$ cat src/rtl/ptc_pkg.sv
// Shared constants and types of the PHY test and 10M control registers
package ptc_pkg;

  // Register indices; the byte address is four times the index
  localparam logic [7:0]  IDX_TEN_MEG   = 8'h1a;
  localparam logic [7:0]  IDX_SELFTEST1 = 8'h1b;
  localparam logic [7:0]  IDX_SELFTEST2 = 8'h1c;
  localparam logic [7:0]  IDX_CABLE     = 8'h1e;
  localparam logic [7:0]  IDX_IRQ_STS   = 8'h20;
  localparam logic [7:0]  IDX_IRQ_CLR   = 8'h21;
  localparam logic [7:0]  IDX_IRQ_EN    = 8'h22;

  // Ten meg register fields
  localparam int          TM_LOWER_BIT  = 13;
  localparam int          TM_SQ_LSB     = 9;
  localparam int          TM_NLP_BIT    = 7;
  localparam int          TM_POL_BIT    = 4;
  localparam int          TM_JAB_BIT    = 0;
  localparam logic [3:0]  SQ_RESET      = 4'h0;

  // Self-test fields
  localparam int          ERR_CNT_LSB   = 8;
  localparam int          LOCK_BIT      = 15;
  localparam logic [7:0]  ERR_CNT_MAX   = 8'hff;
  localparam logic [7:0]  GAP_RESET     = 8'h7d;
  localparam logic [10:0] PKT_LEN_RESET = 11'h5ee;

  // Cable diagnostic fields
  localparam int          DIAG_START_BIT = 15;
  localparam int          DIAG_DONE_BIT  = 1;
  localparam int          DIAG_FAIL_BIT  = 0;
  localparam logic [15:0] CABLE_RSVD     = 16'h0100;

  // Interrupt status bits
  localparam int          IRQ_POL       = 0;
  localparam int          IRQ_DONE      = 1;
  localparam int          IRQ_FAIL      = 2;
  localparam int          IRQ_W         = 3;

  localparam logic [1:0]  HTRANS_NONSEQ = 2'h2;

  typedef struct packed {
    logic       lower_thresh;
    logic [3:0] squelch;
    logic       nlp_disable;
    logic       jabber_disable;
  } ptc_ten_meg_cfg_t;

  typedef struct packed {
    logic [7:0]  gap_len;
    logic [10:0] pkt_len;
  } ptc_selftest_cfg_t;

endpackage : ptc_pkg

$ cat src/rtl/ptc_regs.sv
// Test and 10M control register bank behind an AHB-Lite slave
// Operation
// - Bit 13 of the ten meg register lowers the 10M receive threshold.
// - Bits 12:9 pick the squelch level, 200mV at zero in 50mV steps.
// - Bit 7 set stops normal link pulses, clear sends them.
// - Bit 4 reads 1 after inverted receive polarity was seen.
// - Reading the ten meg register clears both polarity copies.
// - Bit 0 disables jabber protection, only while in 10M operation.
// - Self-test bits 15:8 count bytes the PRBS checker found in error.
// - Writing 1 to bit 15 locks the count for reads and clears the counter.
// - With counter mode 0 the error count stops at 0xff.
// - Self-test bits 7:0 hold the packet gap, reset value 0x7d.
// - Second self-test bits 10:0 hold packet length, reset 0x5ee.
// - Writing 1 to cable bit 15 starts a measurement.
// - The start bit clears when the done indication is set.
// - Done reads 1 once a measurement completed, and resets to 1.
// - Fail reads 1 when the measurement failed.
`timescale 1ns/1ps
module ptc_regs (
  input  wire logic                       clock_i,
  input  wire logic                       rst_b_i,
  input  wire logic                       hsel_i,
  input  wire logic [31:0]                haddr_i,
  input  wire logic [1:0]                 htrans_i,
  input  wire logic                       hwrite_i,
  input  wire logic [2:0]                 hsize_i,
  input  wire logic [31:0]                hwdata_i,
  input  wire logic                       hready_i,
  output logic      [31:0]                hrdata_o,
  output logic                            hreadyout_o,
  output logic                            hresp_o,
  input  wire logic                       pol_inverted_i,
  input  wire logic                       ten_meg_i,
  input  wire logic                       prbs_err_byte_i,
  input  wire logic                       err_cnt_mode_i,
  input  wire logic                       diag_done_i,
  input  wire logic                       diag_fail_i,
  output ptc_pkg::ptc_ten_meg_cfg_t       ten_meg_cfg_o,
  output logic                            pol_status_o,
  output ptc_pkg::ptc_selftest_cfg_t      selftest_cfg_o,
  output logic                            diag_start_o,
  output logic                            irq_o
);

  function automatic logic hit(input logic [31:0] addr,
                               input logic [7:0]  idx);
    hit = (addr == {22'h0, idx, 2'h0});
  endfunction : hit

  logic                    dph_wr_q;
  logic [31:0]             dph_addr_q;
  logic                    pol_q;
  logic [7:0]              cnt_q;
  logic [7:0]              lock_q;
  logic                    start_q;
  logic                    done_q;
  logic                    fail_q;
  logic                    jab_q;
  logic [ptc_pkg::IRQ_W-1:0] sts_q;
  logic [ptc_pkg::IRQ_W-1:0] en_q;
  logic [ptc_pkg::IRQ_W-1:0] sts_set;
  logic [15:0]             rd_d;
  logic                    addr_ph;
  logic                    rd_tm;
  logic                    wr_tm;
  logic                    wr_st1;
  logic                    wr_st2;
  logic                    wr_cd;
  logic                    wr_clr;
  logic                    wr_en;
  logic                    lock_wr;
  logic                    done_evt;

  assign addr_ph  = hsel_i && hready_i && (htrans_i == ptc_pkg::HTRANS_NONSEQ);
  assign rd_tm    = addr_ph && !hwrite_i && hit(haddr_i, ptc_pkg::IDX_TEN_MEG);
  assign wr_tm    = dph_wr_q && hit(dph_addr_q, ptc_pkg::IDX_TEN_MEG);
  assign wr_st1   = dph_wr_q && hit(dph_addr_q, ptc_pkg::IDX_SELFTEST1);
  assign wr_st2   = dph_wr_q && hit(dph_addr_q, ptc_pkg::IDX_SELFTEST2);
  assign wr_cd    = dph_wr_q && hit(dph_addr_q, ptc_pkg::IDX_CABLE);
  assign wr_clr   = dph_wr_q && hit(dph_addr_q, ptc_pkg::IDX_IRQ_CLR);
  assign wr_en    = dph_wr_q && hit(dph_addr_q, ptc_pkg::IDX_IRQ_EN);
  assign lock_wr  = wr_st1 && hwdata_i[ptc_pkg::LOCK_BIT];
  assign done_evt = start_q && diag_done_i;

  // Bus slave: zero wait states, always OKAY
  always_ff @(posedge clock_i) begin
    if (!rst_b_i) begin
      dph_wr_q    <= 1'b0;
      dph_addr_q  <= 32'h0;
      hreadyout_o <= 1'b0;
      hresp_o     <= 1'b0;
    end else begin
      dph_wr_q    <= addr_ph && hwrite_i;
      dph_addr_q  <= haddr_i;
      hreadyout_o <= 1'b1;
      hresp_o     <= 1'b0;
    end
  end

  // Read data is formed in the address phase and stands in the data phase
  always_comb begin
    rd_d = 16'h0;
    if (hit(haddr_i, ptc_pkg::IDX_TEN_MEG)) begin
      rd_d[ptc_pkg::TM_LOWER_BIT] = ten_meg_cfg_o.lower_thresh;
      rd_d[ptc_pkg::TM_SQ_LSB +: 4] = ten_meg_cfg_o.squelch;
      rd_d[ptc_pkg::TM_NLP_BIT] = ten_meg_cfg_o.nlp_disable;
      rd_d[ptc_pkg::TM_POL_BIT] = pol_q;
      // Written jabber bit, not the speed-gated output
      rd_d[ptc_pkg::TM_JAB_BIT] = jab_q;
    end else if (hit(haddr_i, ptc_pkg::IDX_SELFTEST1)) begin
      rd_d = {lock_q, selftest_cfg_o.gap_len};
    end else if (hit(haddr_i, ptc_pkg::IDX_SELFTEST2)) begin
      rd_d = {5'h0, selftest_cfg_o.pkt_len};
    end else if (hit(haddr_i, ptc_pkg::IDX_CABLE)) begin
      // reserved field keeps its reset pattern
      rd_d = ptc_pkg::CABLE_RSVD;
      rd_d[ptc_pkg::DIAG_START_BIT] = start_q;
      rd_d[ptc_pkg::DIAG_DONE_BIT] = done_q;
      rd_d[ptc_pkg::DIAG_FAIL_BIT] = fail_q;
    end else if (hit(haddr_i, ptc_pkg::IDX_IRQ_STS)) begin
      rd_d = {13'h0, sts_q};
    end else if (hit(haddr_i, ptc_pkg::IDX_IRQ_EN)) begin
      rd_d = {13'h0, en_q};
    end
  end

  always_ff @(posedge clock_i) begin
    if (!rst_b_i) begin
      hrdata_o <= 32'h0;
    end else if (addr_ph && !hwrite_i) begin
      hrdata_o <= {16'h0, rd_d};
    end
  end

  // Ten meg configuration; jabber disable leaves only in 10M operation
  always_ff @(posedge clock_i) begin
    if (!rst_b_i) begin
      ten_meg_cfg_o.lower_thresh   <= 1'b0;
      ten_meg_cfg_o.squelch        <= ptc_pkg::SQ_RESET;
      ten_meg_cfg_o.nlp_disable    <= 1'b0;
      ten_meg_cfg_o.jabber_disable <= 1'b0;
    end else begin
      if (wr_tm) begin
        ten_meg_cfg_o.lower_thresh <= hwdata_i[ptc_pkg::TM_LOWER_BIT];
        ten_meg_cfg_o.squelch      <= hwdata_i[ptc_pkg::TM_SQ_LSB +: 4];
        ten_meg_cfg_o.nlp_disable  <= hwdata_i[ptc_pkg::TM_NLP_BIT];
      end
      ten_meg_cfg_o.jabber_disable <= (wr_tm ? hwdata_i[ptc_pkg::TM_JAB_BIT]
                                             : jab_q) && ten_meg_i;
    end
  end

  // Written jabber bit; reads return it whatever the speed
  always_ff @(posedge clock_i) begin
    if (!rst_b_i) begin
      jab_q <= 1'b0;
    end else if (wr_tm) begin
      jab_q <= hwdata_i[ptc_pkg::TM_JAB_BIT];
    end
  end

  // Polarity status: detection wins over the clearing read
  always_ff @(posedge clock_i) begin
    if (!rst_b_i) begin
      pol_q <= 1'b0;
    end else if (pol_inverted_i) begin
      pol_q <= 1'b1;
    end else if (rd_tm) begin
      pol_q <= 1'b0;
    end
  end

  always_ff @(posedge clock_i) begin
    if (!rst_b_i) begin
      pol_status_o <= 1'b0;
    end else begin
      pol_status_o <= pol_inverted_i || (pol_q && !rd_tm);
    end
  end

  // Self-test configuration
  always_ff @(posedge clock_i) begin
    if (!rst_b_i) begin
      selftest_cfg_o.gap_len <= ptc_pkg::GAP_RESET;
      selftest_cfg_o.pkt_len <= ptc_pkg::PKT_LEN_RESET;
    end else begin
      if (wr_st1) begin
        selftest_cfg_o.gap_len <= hwdata_i[7:0];
      end
      if (wr_st2) begin
        selftest_cfg_o.pkt_len <= hwdata_i[10:0];
      end
    end
  end

  // Error counter; an error byte in the lock cycle starts the new count
  always_ff @(posedge clock_i) begin
    if (!rst_b_i) begin
      cnt_q  <= 8'h0;
      lock_q <= 8'h0;
    end else if (lock_wr) begin
      lock_q <= cnt_q;
      cnt_q  <= {7'h0, prbs_err_byte_i};
    end else if (prbs_err_byte_i) begin
      if (err_cnt_mode_i || cnt_q != ptc_pkg::ERR_CNT_MAX) begin
        cnt_q <= cnt_q + 8'h1;
      end
    end
  end

  // Cable diagnostics
  always_ff @(posedge clock_i) begin
    if (!rst_b_i) begin
      start_q <= 1'b0;
      done_q  <= 1'b1;
      fail_q  <= 1'b0;
    end else if (done_evt) begin
      // start clears with done; a finished run beats a write
      start_q <= 1'b0;
      done_q  <= 1'b1;
      fail_q  <= diag_fail_i;
    end else if (wr_cd) begin
      start_q <= hwdata_i[ptc_pkg::DIAG_START_BIT];
      if (hwdata_i[ptc_pkg::DIAG_START_BIT]) begin
        done_q <= 1'b0;
        fail_q <= 1'b0;
      end
    end
  end

  always_ff @(posedge clock_i) begin
    if (!rst_b_i) begin
      diag_start_o <= 1'b0;
    end else begin
      diag_start_o <= !done_evt && (wr_cd ? hwdata_i[ptc_pkg::DIAG_START_BIT]
                                          : start_q);
    end
  end

  // Interrupt status: set wins over write-one-to-clear
  assign sts_set[ptc_pkg::IRQ_POL]  = pol_inverted_i && !pol_q;
  assign sts_set[ptc_pkg::IRQ_DONE] = done_evt;
  assign sts_set[ptc_pkg::IRQ_FAIL] = done_evt && diag_fail_i;

  always_ff @(posedge clock_i) begin
    if (!rst_b_i) begin
      sts_q <= '0;
      en_q  <= '0;
      irq_o <= 1'b0;
    end else begin
      sts_q <= sts_set | (sts_q & ~(wr_clr ? hwdata_i[ptc_pkg::IRQ_W-1:0]
                                           : {ptc_pkg::IRQ_W{1'b0}}));
      if (wr_en) begin
        en_q <= hwdata_i[ptc_pkg::IRQ_W-1:0];
      end
      irq_o <= |(sts_q & en_q);
    end
  end
endmodule : ptc_regs

$ cat config.mk
export PLATFORM = sky130hd
export DESIGN_NAME = ptc_regs
export DESIGN_NICKNAME = d
export VERILOG_FILES = /design/src/rtl/ptc_pkg.sv /design/src/rtl/ptc_regs.sv
export SDC_FILE = /design/constraint.sdc
export NUM_CORES = 1
export LEC_CHECK = 0
export BUFFER_PORTS_ARGS = -buffer_cell sky130_fd_sc_hd__buf_2
export CAP_MARGIN = 30
export CORE_MARGIN = 3
export CORE_UTILIZATION = 40
export DETAILED_ROUTE_END_ITERATION = 8
export GPL_TIMING_DRIVEN = 0
export PLACE_DENSITY_LB_ADDON = 0.2
export SLEW_MARGIN = 20
export SYNTH_ARGS = -nofsm -noshare
export SYNTH_HDL_FRONTEND = slang
export SYNTH_SLANG_ARGS = --single-unit
$ cat constraint.sdc
create_clock -name clock_i -period 2.6 [get_ports clock_i]
set_clock_uncertainty 0.1 [all_clocks]
set_input_delay 0.13 -clock clock_i [delete_from_list [all_inputs] [get_ports clock_i]]
set_output_delay 0.13 -clock clock_i [all_outputs]
set_load 0.05 [all_outputs]
Word level (Yosys, flattened, before mapping) --
Index checks and enable logic that the tools add are counted.
Cells by class: add/subtract/negate cells 1, equality and inequality tests 14, muxes and demuxes 25, bitwise logic cells 5, reductions and logical operators 36
Operators by type and width (count):
- == test 32 x 7 -> 1 bit, second input constant | 8
- == test 32 x 8 -> 1 bit, second input constant | 4
- two-way mux 16 bit | 4
- logical AND 1 bit | 18
- two-way mux 1 bit | 15
- nonzero test 2 bit | 5
- two-way mux 3 bit | 3
- adder 8 x 1 -> 8 bit, second input constant | 1
- != test 8 bit, second input constant | 1
- AND reduction 2 bit | 4
- AND 3 bit | 2
- two-way mux 5 bit | 1
- zero test 1 bit | 4
- two-way mux 2 bit | 2
- OR reduction 2 bit | 2
- inverter 3 bit | 1
- bitwise OR 3 bit | 1
- OR reduction 3 bit | 1
- == test 2 bit, second input constant | 1
- logical OR 1 bit | 2
- inverter 1 bit | 1
Storage, ports and cells: register bits 106

Longest topological paths before layout --
Gate-level depths: netlist of run 1.
depth in word-level cells 7, gate-level depth with buffers 7, depth with buffers taken out 6

Worst setup path before layout of run 1 --
OpenSTA, ideal clock, no wires.
path kind flip-flop to flip-flop, start reg dph_addr_q[20], end reg selftest_cfg_o[10] in the netlist's numbering, setup time 0.129 ns, data arrival time 1.896 ns, data required time 2.371 ns, setup slack 0.475 ns, cell stages (with the launch flop) 7, buffers on the path 1, clock period less this slack 2.125 ns, cells stage by stage dfxtp_1 -> nor4_1 -> nand4_2 -> nor4_4 -> buf_4 -> mux2i_1 -> nand2_1
On the way: word-level cells in the longest chain between the ends 2
RTL lines:
- start, declared | RTL line ptc_regs.sv:51 | logic [31:0] dph_addr_q;
- start signal, assigned | RTL line ptc_regs.sv:94 | dph_addr_q <= haddr_i;
- == test 32 x 7 -> 1 bit | RTL line ptc_regs.sv:47 | hit = (addr == {22'h0, idx, 2'h0});
- logical AND 1 bit | RTL line ptc_regs.sv:78 | assign wr_st2 = dph_wr_q && hit(dph_addr_q, ptc_pkg::IDX_SELFTEST2);
- end, declared | RTL line ptc_regs.sv:40 | output ptc_pkg::ptc_selftest_cfg_t selftest_cfg_o,
No other way between the ends. A chain may end at the register's enable or synchronous reset.

Worst setup path after layout of run 1 --
start in haddr_i[17], end reg pol_status_o
On the way: word-level cells in the longest chain between the ends 5
RTL lines:
- start, declared | RTL line ptc_regs.sv:23 | input wire logic [31:0] haddr_i,
- == test 32 x 7 -> 1 bit | RTL line ptc_regs.sv:47
- logical AND 1 bit | RTL line ptc_regs.sv:75 | assign rd_tm = addr_ph && !hwrite_i && hit(haddr_i, ptc_pkg::IDX_TEN_MEG);
- zero test 1 bit | RTL line ptc_regs.sv:177 | pol_status_o <= pol_inverted_i || (pol_q && !rd_tm);
- logical AND 1 bit | RTL line ptc_regs.sv:177
- logical OR 1 bit | RTL line ptc_regs.sv:177
- end signal, assigned | RTL line ptc_regs.sv:177
- end, declared | RTL line ptc_regs.sv:39 | output logic pol_status_o,
No other way between the ends.

==> results.ini, run 1 <==
[sta]
hold_violations=0
setup_viol=0
finalSetupTns_ns=0
period_share_pct=95.34
worstMarginPinSlew_ns=0.7953
hold_slack_ns=0.008420
rsz0062_at_grt=false
maxSlewViolCount=0
worst_slack_ns=0.1212
period_minus_slack_ns=2.479
slew_headroom_pct=46.54
max_freq_mhz=403.4

[global_routing]
grt_pass1_vias=3885
grt_usage_pct=21.43
grt_pass1_wl_mm=19.75
grt_max_degree=17
grt_overflow=0
antenna_found_initial=0

[logic_synthesis]
synth_top_family_by_area=simple AND/OR/NAND/NOR gates
synth_most_common_cell=dfxtp_1
ys_types=56
synth-simple-area-share_pct=27.18
synthAdderAreaFrac_pct=0.2882
synth_top_area_share_pct=48.88
synthMuxAreaShare_pct=5.101
synthTopCellsByCount=dfxtp_1, nand2_1, nand3_1
synth-compound-area-share_pct=11.07
synth_area_leaders=dfxtp_1, and2_1, mux2i_1, nand3_1, nand2_1
async_flop_share_pct=0
yosys_warnings=0
avgSynthCellArea_sq_um=9.198
synthCells=472
syn-cell-area_sq_mm=0.004342
synth_xor_area_share_pct=1.412
yosysSeqAreaShare_pct=48.88
ys_ff_latch=106
synth_largest_area_cell=dfxtp_1
synth_edf_count=0
synthFlopType=dfxtp_1

[placement]
dp_hpwl_mm=9.017
port-buffer-count=104
place_area_sq_mm=0.005104
pre_cts_ws_ns=-0.03186
place.gp.congestion=0.8515
place_inst=729

[final_layout]
stdcell_area_sq_mm=0.005866
synthToLayoutAreaGrowth_pct=35.10
final_util_pct=56.06
instances_no_fill=797
diodes=0
drive_above_1_share_pct=23.90
nets=739

[setup_path]
cp.required_ns=2.78
path_cells=dlygate4sd3_1 > buf_2 > nor4_1 > nand4_1 > nor4_2 > nor2_1 > o21a_1
cp_max_fo=5
critPathLaunchType=primary input
end_kind=flop
cp.arrival_ns=2.66
critical_path_class=in2reg
cpMaxStageDelayCell=nor4_2
cp_slowest_stage_delay_ns=0.79

[worst_hold_path]
worstHoldPathType=in2reg

[die]
core_area_sq_mm=0.01046
fp.dieW_microns=110.2
start_util_pct=41.50
die_area_sq_mm=0.01214
io-pin-count=143
die_h_microns=110.2
row_count=37

[routing]
via_per_inst=5.117
wl_mm=12.68
via_count=4078
drt_pass1_iterations=5
ant_nets=0
drt-initial-drc-count=214
avgRoutedWirePerCell_microns=15.91
drc=0

[clocking]
clkTransAtPathRegs_ns=0.10
clk_path_buf_depth=2
clock_latency_ns=0.37
cts_root_buf=clkbuf_8
cts_buffers=9
cts_tree=built
htreeDepth=3
cts_sinks=106

[power]
pwr-share-seq_pct=53.9
leakage_nw=2.461
swShare_pct=23.99
total_power_mw=3.111
power_frac_comb_pct=10.6
p_int_mw=2.365
p_per_area_mw_per_mm2=530.4
vdd.ir_drop.worst_mv=0.2220
clkPwrFrac_pct=35.5
power_switching_mw=0.7462

[run_status]
status=finished clean

[flow_run]
cap_violations=0

[power by group through the flow]
stage          clock network (mW)  logic (mW)  registers, mW
2_1_floorplan                   0       0.161           1.72
3_3_place_gp                    0       0.261           1.71
3_5_place_dp                    0       0.263           1.71
4_1_cts                      1.12       0.323           1.68
5_1_grt                      1.19       0.357           1.68
6_report                     1.11       0.329           1.68
[metal layers]
metal  vias to the layer above  track usage [%]  share of wire, %
li1                       2015                -                 -
met1                      1942            27.62                44
met2                       111            35.88                49
met3                        10            4.601               5.4
met4                         0            6.772               1.0
met5                         -                0                 0
[layout make-up]
cell class | instances | area [sq um]
Timing Repair Buffer | 159 | 1059
Multi-Input combinational cell | 333 | 2039
Inverter | 5 | 18.77
Sequential cell | 106 | 2122
Fill cell | 985 | 4597
Clock inverter | 4 | 77.57
Clock buffer | 10 | 137.6
Buffer | 44 | 241.5
Tap cell | 136 | 170.2
[path summary, 6_finish.rpt]
check / from / endpoint / slack, ns / cells after the start
min: htrans_i[0] / dph_wr_q$_SDFF_PN0_ / 0.008 / 3
max: haddr_i[17] / pol_status_o$_SDFF_PN0_ / 0.12 / 7
min reg2reg: hrdata_o[6]$_SDFFE_PN0P_ / hrdata_o[6]$_SDFFE_PN0P_ / 0.36 / 2
max reg2reg: dph_addr_q[1]$_SDFF_PN0_ / lock_q[7]$_SDFFE_PN0P_ / 0.23 / 6
[cell usage in the layout (no fill, tap or decap), drive strengths merged, types with 2 or more instances in the layout]
cell type	Yosys	layout
or3	3	3
conb	1	17
nand4b	2	2
mux2i	21	21
o21a	6	6
clkbuf	20	30
o211ai	2	2
a22o	8	8
a31oi	6	6
nand2	54	54
nor2	22	22
nand4	5	5
buf	24	132
and2	35	35
nand3	41	41
a21oi	12	12
nor3	17	17
o21ai	21	21
or4b	2	2
nor4	17	17
xor2	3	3
and3	3	3
bufinv	0	2
clkinv	0	2
a221oi	4	4
dfxtp	106	106
and3b	4	4
a311oi	2	2
dlygate4sd3	0	51
inv	5	5
xnor2	4	4
nand3b	3	3
[sequential cells by signal, indices dropped and copies added (netlist names), 3 cells and up]
signal and cells:
cnt_q 8, dph_addr_q 32, en_q 3, hrdata_o 16
lock_q 8, selftest_cfg_o 19, sts_q 3, ten_meg_cfg_o 7
[critical path, delay by kind of cell]
kind | cells | cell delay [ns]
AOI/OAI and AO/OA | 1 | 0.20
buffers and inverters | 2 | 0.67
and+or+nand+nor | 4 | 1.66
[cell families (layout without fill, tap and decap cells)]
kind of cell    Yosys count  in the layout
other cells               1             17
compound gates           72             72
mux                      22             22
xor+xnor                  7              7
flops                   106            106
fa+ha+maj                 1              1
simple gates            214            214
buf+inv                  49            222
[what timing repair did]
item                                    4_1_cts  5_1_grt
gates resized for setup                       0        2
hold buffers                                 51        0
hold endpoints to repair                     70        0
endpoints found under the setup margin        4       18
pin swaps                                     1        2
setup buffers                                 0        3
(Power assumes the default switching activity.)
==> run 2, diff against run 1 <==
--- a/config.mk
+++ b/config.mk
@@ -7,6 +7,7 @@
 export LEC_CHECK = 0
 export BUFFER_PORTS_ARGS = -buffer_cell sky130_fd_sc_hd__buf_2
 export CAP_MARGIN = 30
+export CORE_ASPECT_RATIO = 0.75
 export CORE_MARGIN = 3
 export CORE_UTILIZATION = 40
 export DETAILED_ROUTE_END_ITERATION = 8
==> run 2 against run 1 <==
Net effect:
- non-clock buffer count rose by 2
- via count rose by 0.42%
- routed wire length rose by 3.0%
- critical path type is now reg2reg
- critical endpoint is now ten_meg_cfg_o[0]$_SDFF_PN0_
==> results.ini, run 2 (same netlist as run 1, synthesis figures left out) <==
[routing]
drt_pass1_iterations=5
wl_mm=13.06
ant_nets=0
drc=0
drt-initial-drc-count=333
via_count=4095
avgRoutedWirePerCell_microns=16.30
via_per_inst=5.112

[clocking]
clock_latency_ns=0.35
cts_tree=built
cts_root_buf=clkbuf_16
cts_buffers=9
cts_sinks=106
clk_path_buf_depth=2
htreeDepth=3
clkTransAtPathRegs_ns=0.07

[final_layout]
final_common_cell=buf_2
regMostFlops=dph_addr_q
stdcell_area_sq_mm=0.005947
nets=741
instances_no_fill=801
diodes=0
reg_top3=dph_addr_q x32, selftest_cfg_o x19, hrdata_o x16
mostFrequentLayoutCells=buf_2, dfxtp_1, nand2_1
drive_above_1_share_pct=24.36
largest_reg_flops=32
synthToLayoutAreaGrowth_pct=36.97

[power]
clkPwrFrac_pct=38.9
power_switching_mw=0.8288
swShare_pct=25.21
pwr-share-seq_pct=51.0
leakage_nw=2.490
p_int_mw=2.458
p_per_area_mw_per_mm2=552.8
vdd.ir_drop.worst_mv=0.2896
power_frac_comb_pct=10.1

[setup_path]
cpMaxStageDelayCell=or4b_4
critical_path_class=reg2reg
cp.required_ns=2.73
path_cells=or3b_1 > or4b_4 > nor4_4 > mux2i_1 > nor2_1
critPathLaunchType=flop
cp_slowest_stage_delay_ns=0.57
cp.arrival_ns=2.55
cp_max_fo=4
end_kind=flop

[placement]
pre_cts_ws_ns=-0.02340
place.gp.congestion=0.8625
port-buffer-count=104
place_inst=729
dp_hpwl_mm=9.607
place_area_sq_mm=0.005097

[flow_run]
cap_violations=0

[global_routing]
grt_pass1_vias=3930
grt_pass1_wl_mm=20.55
grt_overflow=0
grt_max_degree=19
grt_usage_pct=21.81
antenna_found_initial=0

[sta]
rsz0062_at_grt=false
period_share_pct=92.79
slew_headroom_pct=58.91
finalSetupTns_ns=0
setup_viol=0
hold_violations=0
hold_slack_ns=0.07665
worst_slack_ns=0.1875
max_freq_mhz=414.5
period_minus_slack_ns=2.413
maxSlewViolCount=0
worstMarginPinSlew_ns=0.6078

[die]
row_count=32
die_area_sq_mm=0.01215
die_h_microns=96.23
start_util_pct=41.55
io-pin-count=143
core_area_sq_mm=0.01045
fp.dieW_microns=126.3

[worst_hold_path]
worstHoldPathType=in2reg

[run_status]
status=finished clean

==> run 2: cell types whose count changed in the layout (fill, tap and decap cells not counted), sizes merged <==
cell         change
clkinv           -1
clkinvlp         +4
inv              +2
dlygate4sd3      +1
bufinv           -2
==> run 2: path summary, 6_finish.rpt <==
| path | end | start | slack [ns] | depth (start not counted) |
|---|---|---|---|---|
| max | ten_meg_cfg_o[0]$_SDFF_PN0_ | dph_addr_q[1]$_SDFF_PN0_ | 0.19 | 5 |
| min | dph_addr_q[3]$_SDFF_PN0_ | haddr_i[3] | 0.08 | 2 |
| max reg2reg | ten_meg_cfg_o[0]$_SDFF_PN0_ | dph_addr_q[1]$_SDFF_PN0_ | 0.19 | 5 |
| min reg2reg | done_q$_SDFFE_PP1P_ | done_q$_SDFFE_PP1P_ | 0.35 | 1 |
==> run 2: worst max-delay path: cells and delay by family, from the launching register on <==
family,cells,cell delay (ns)
AND/OR/NAND/NOR,4,1.55
flip-flops,1,0.31
multiplexers,1,0.33
==> run 2: timing repair <==
item                       in CTS  in global routing
pin swaps                       1                  2
buffers inserted                0                  4
hold endpoints to repair       62                  0
cloned                          0                  0
gates resized for setup         0                  4
hold buffers                   52                  0
setup endpoints to repair       4                 26
==> run 2: layer usage <==
layer  part of all wire (%)  vias to the layer above  global-route usage, %
met5                      0                        -                      0
met4                    1.3                        0                  6.071
met3                    8.5                       15                  6.101
met2                     42                      163                  34.20
met1                     48                     1900                  29.68
li1                       -                     2017                      -
==> run 2: area by class of cell <==
type | instances | area [sq um]
well taps | 136 | 170.2
multi-input cells | 333 | 2039
plain buffers | 44 | 242.7
clock buffers | 9 | 225.2
clock inverters | 7 | 52.55
inverters | 5 | 18.77
fillers | 942 | 4503
flip-flops and latches | 106 | 2122
repair buffers | 161 | 1076
==> run 2: through the flow <==
step,total power [mW],utilization [%]
final,3.287,56.91
after detailed placement,1.979,48.78
after floorplan,1.881,-
after global routing,3.400,56.91
after CTS,3.308,56.42
after global placement,1.974,48.73
==> run 2: power by group through the flow <==
stage               sequential [mW]  combinational (mW)  clock, mW
floorplan                      1.72               0.161          0
global placement               1.71               0.261          0
detailed placement             1.71               0.265          0
CTS                            1.68               0.325       1.31
global route                   1.68               0.357       1.36
finish                         1.68               0.332       1.28
==> run 3, diff against run 2 <==
==> constraint.sdc (replaced) <==
create_clock -name clock_i -period 2.7 [get_ports clock_i]
set_clock_uncertainty 0.1 [all_clocks]
set_input_delay 0.135 -clock clock_i [delete_from_list [all_inputs] [get_ports clock_i]]
set_output_delay 0.135 -clock clock_i [all_outputs]
set_load 0.05 [all_outputs]
==> run 3 against run 2 <==
Net effect:
- critical path type is now in2reg
- first-iteration DRC count shrank 12%
- critical path depth grew 3
- cell count shrank 0.50%
- critical endpoint is now dph_wr_q$_SDFF_PN0_
==> results.ini, run 3 (same netlist as run 1, synthesis figures left out) <==
[routing]
wl_mm=12.94
drt_pass1_iterations=4
via_count=4072
drt-initial-drc-count=293
drc=0
via_per_inst=5.109
avgRoutedWirePerCell_microns=16.23
ant_nets=0

[sta]
maxSlewViolCount=0
finalSetupTns_ns=0
worst_slack_ns=0.1378
max_freq_mhz=390.3
worstMarginPinSlew_ns=0.6047
period_minus_slack_ns=2.562
slew_headroom_pct=59.12
rsz0062_at_grt=true
period_share_pct=94.90
hold_slack_ns=0.01312
hold_violations=0
setup_viol=0

[die]
fp.dieW_microns=126.3
core_area_sq_mm=0.01045
row_count=32
die_area_sq_mm=0.01215
start_util_pct=41.55
io-pin-count=143
die_h_microns=96.23

[global_routing]
grt_usage_pct=21.74
grt_pass1_wl_mm=20.49
antenna_found_initial=0
grt_pass1_vias=3926
grt_overflow=0
grt_max_degree=19

[power]
total_power_mw=3.162
vdd.ir_drop.worst_mv=0.2800
p_per_area_mw_per_mm2=534.8
leakage_nw=2.470

[final_layout]
mostFrequentLayoutCells=buf_2, dfxtp_1, nand2_1
diodes=0
largest_reg_flops=32
synthToLayoutAreaGrowth_pct=36.20
nets=737
drive_above_1_share_pct=23.90
stdcell_area_sq_mm=0.005913
regMostFlops=dph_addr_q
reg_top3=dph_addr_q x32, selftest_cfg_o x19, hrdata_o x16
final_common_cell=buf_2

[setup_path]
cp.arrival_ns=2.75
cp_max_fo=10
critPathLaunchType=primary input
cp.required_ns=2.89
critical_path_class=in2reg
end_kind=flop

[clocking]
clock_latency_ns=0.35
clk_path_buf_depth=2
cts_buffers=9
clkTransAtPathRegs_ns=0.07
cts_tree=built
cts_root_buf=clkbuf_16
cts_sinks=106
htreeDepth=3

[placement]
port-buffer-count=104
pre_cts_ws_ns=0.07660
place_area_sq_mm=0.005097
dp_hpwl_mm=9.607
place.gp.congestion=0.8625

[run_status]
status=finished clean

[worst_hold_path]
worstHoldPathType=in2reg

[flow_run]
cap_violations=0

## run 3: cell types whose count changed in the layout (fill, tap and decap cells not counted), sizes merged
cell	delta
clkbuf	-1
dlygate4sd3	-1
buf	-2
## run 3: per-stage QoR
stage               cells  util [%]
floorplan             488         -
global placement      728     48.73
detailed placement    729     48.78
CTS                   796     56.32
global route          797     56.59
finish                797     56.59
## run 3: final timing paths
check	cells after the start	slack, ns	start	endpoint
worst max-delay path	8	0.14	rst_b_i	dph_wr_q$_SDFF_PN0_
worst min-delay path	3	0.01	prbs_err_byte_i	cnt_q[0]$_SDFFE_PN0P_
worst max register to register	6	0.25	dph_addr_q[20]$_SDFF_PN0_	lock_q[7]$_SDFFE_PN0P_
worst min register to register	1	0.36	done_q$_SDFFE_PP1P_	done_q$_SDFFE_PP1P_
## run 3: per-layer routing
metal / routed length, microns / vias to the layer above / share of wire (%) / track usage [%]
li1: - / 2003 / - / -
met2: 5495 / 147 / 42 / 34.07
met1: 6113 / 1906 / 47 / 29.54
met4: 173 / 0 / 1.3 / 6.071
met5: 0 / - / 0 / 0
met3: 1156 / 16 / 8.9 / 6.156
## run 3: layout make-up
type	instances	area, sq um
clock buffer	9	225.2
buffer	44	241.5
multi-input combinational	333	2039
timing repair buffer	157	1044
clock inverter	7	52.55
sequential	106	2122
fill	940	4537
tap	136	170.2
inverter	5	18.77
## run 3: what timing repair did
item                                    in CTS  in global routing
setup buffers                                0                  1
hold endpoints to repair                    60                  0
endpoints found under the setup margin       0                 23
hold buffers                                51                  0
resized for setup                            0                  3
## run 3: worst max-delay path, cell delays in order
cell and delay, ns:
dlygate4sd3_1 0.52, buf_2 0.10, clkbuf_1 0.27, clkbuf_1 0.44, buf_1 0.52, nand2_1 0.10, nor2_1 0.10, dlygate4sd3_1 0.55
## run 3: power breakdown
part / switching (mW) / internal [mW]
Combinational: 0.179 / 0.139
Sequential: 0.0169 / 1.60
Clock: 0.601 / 0.630
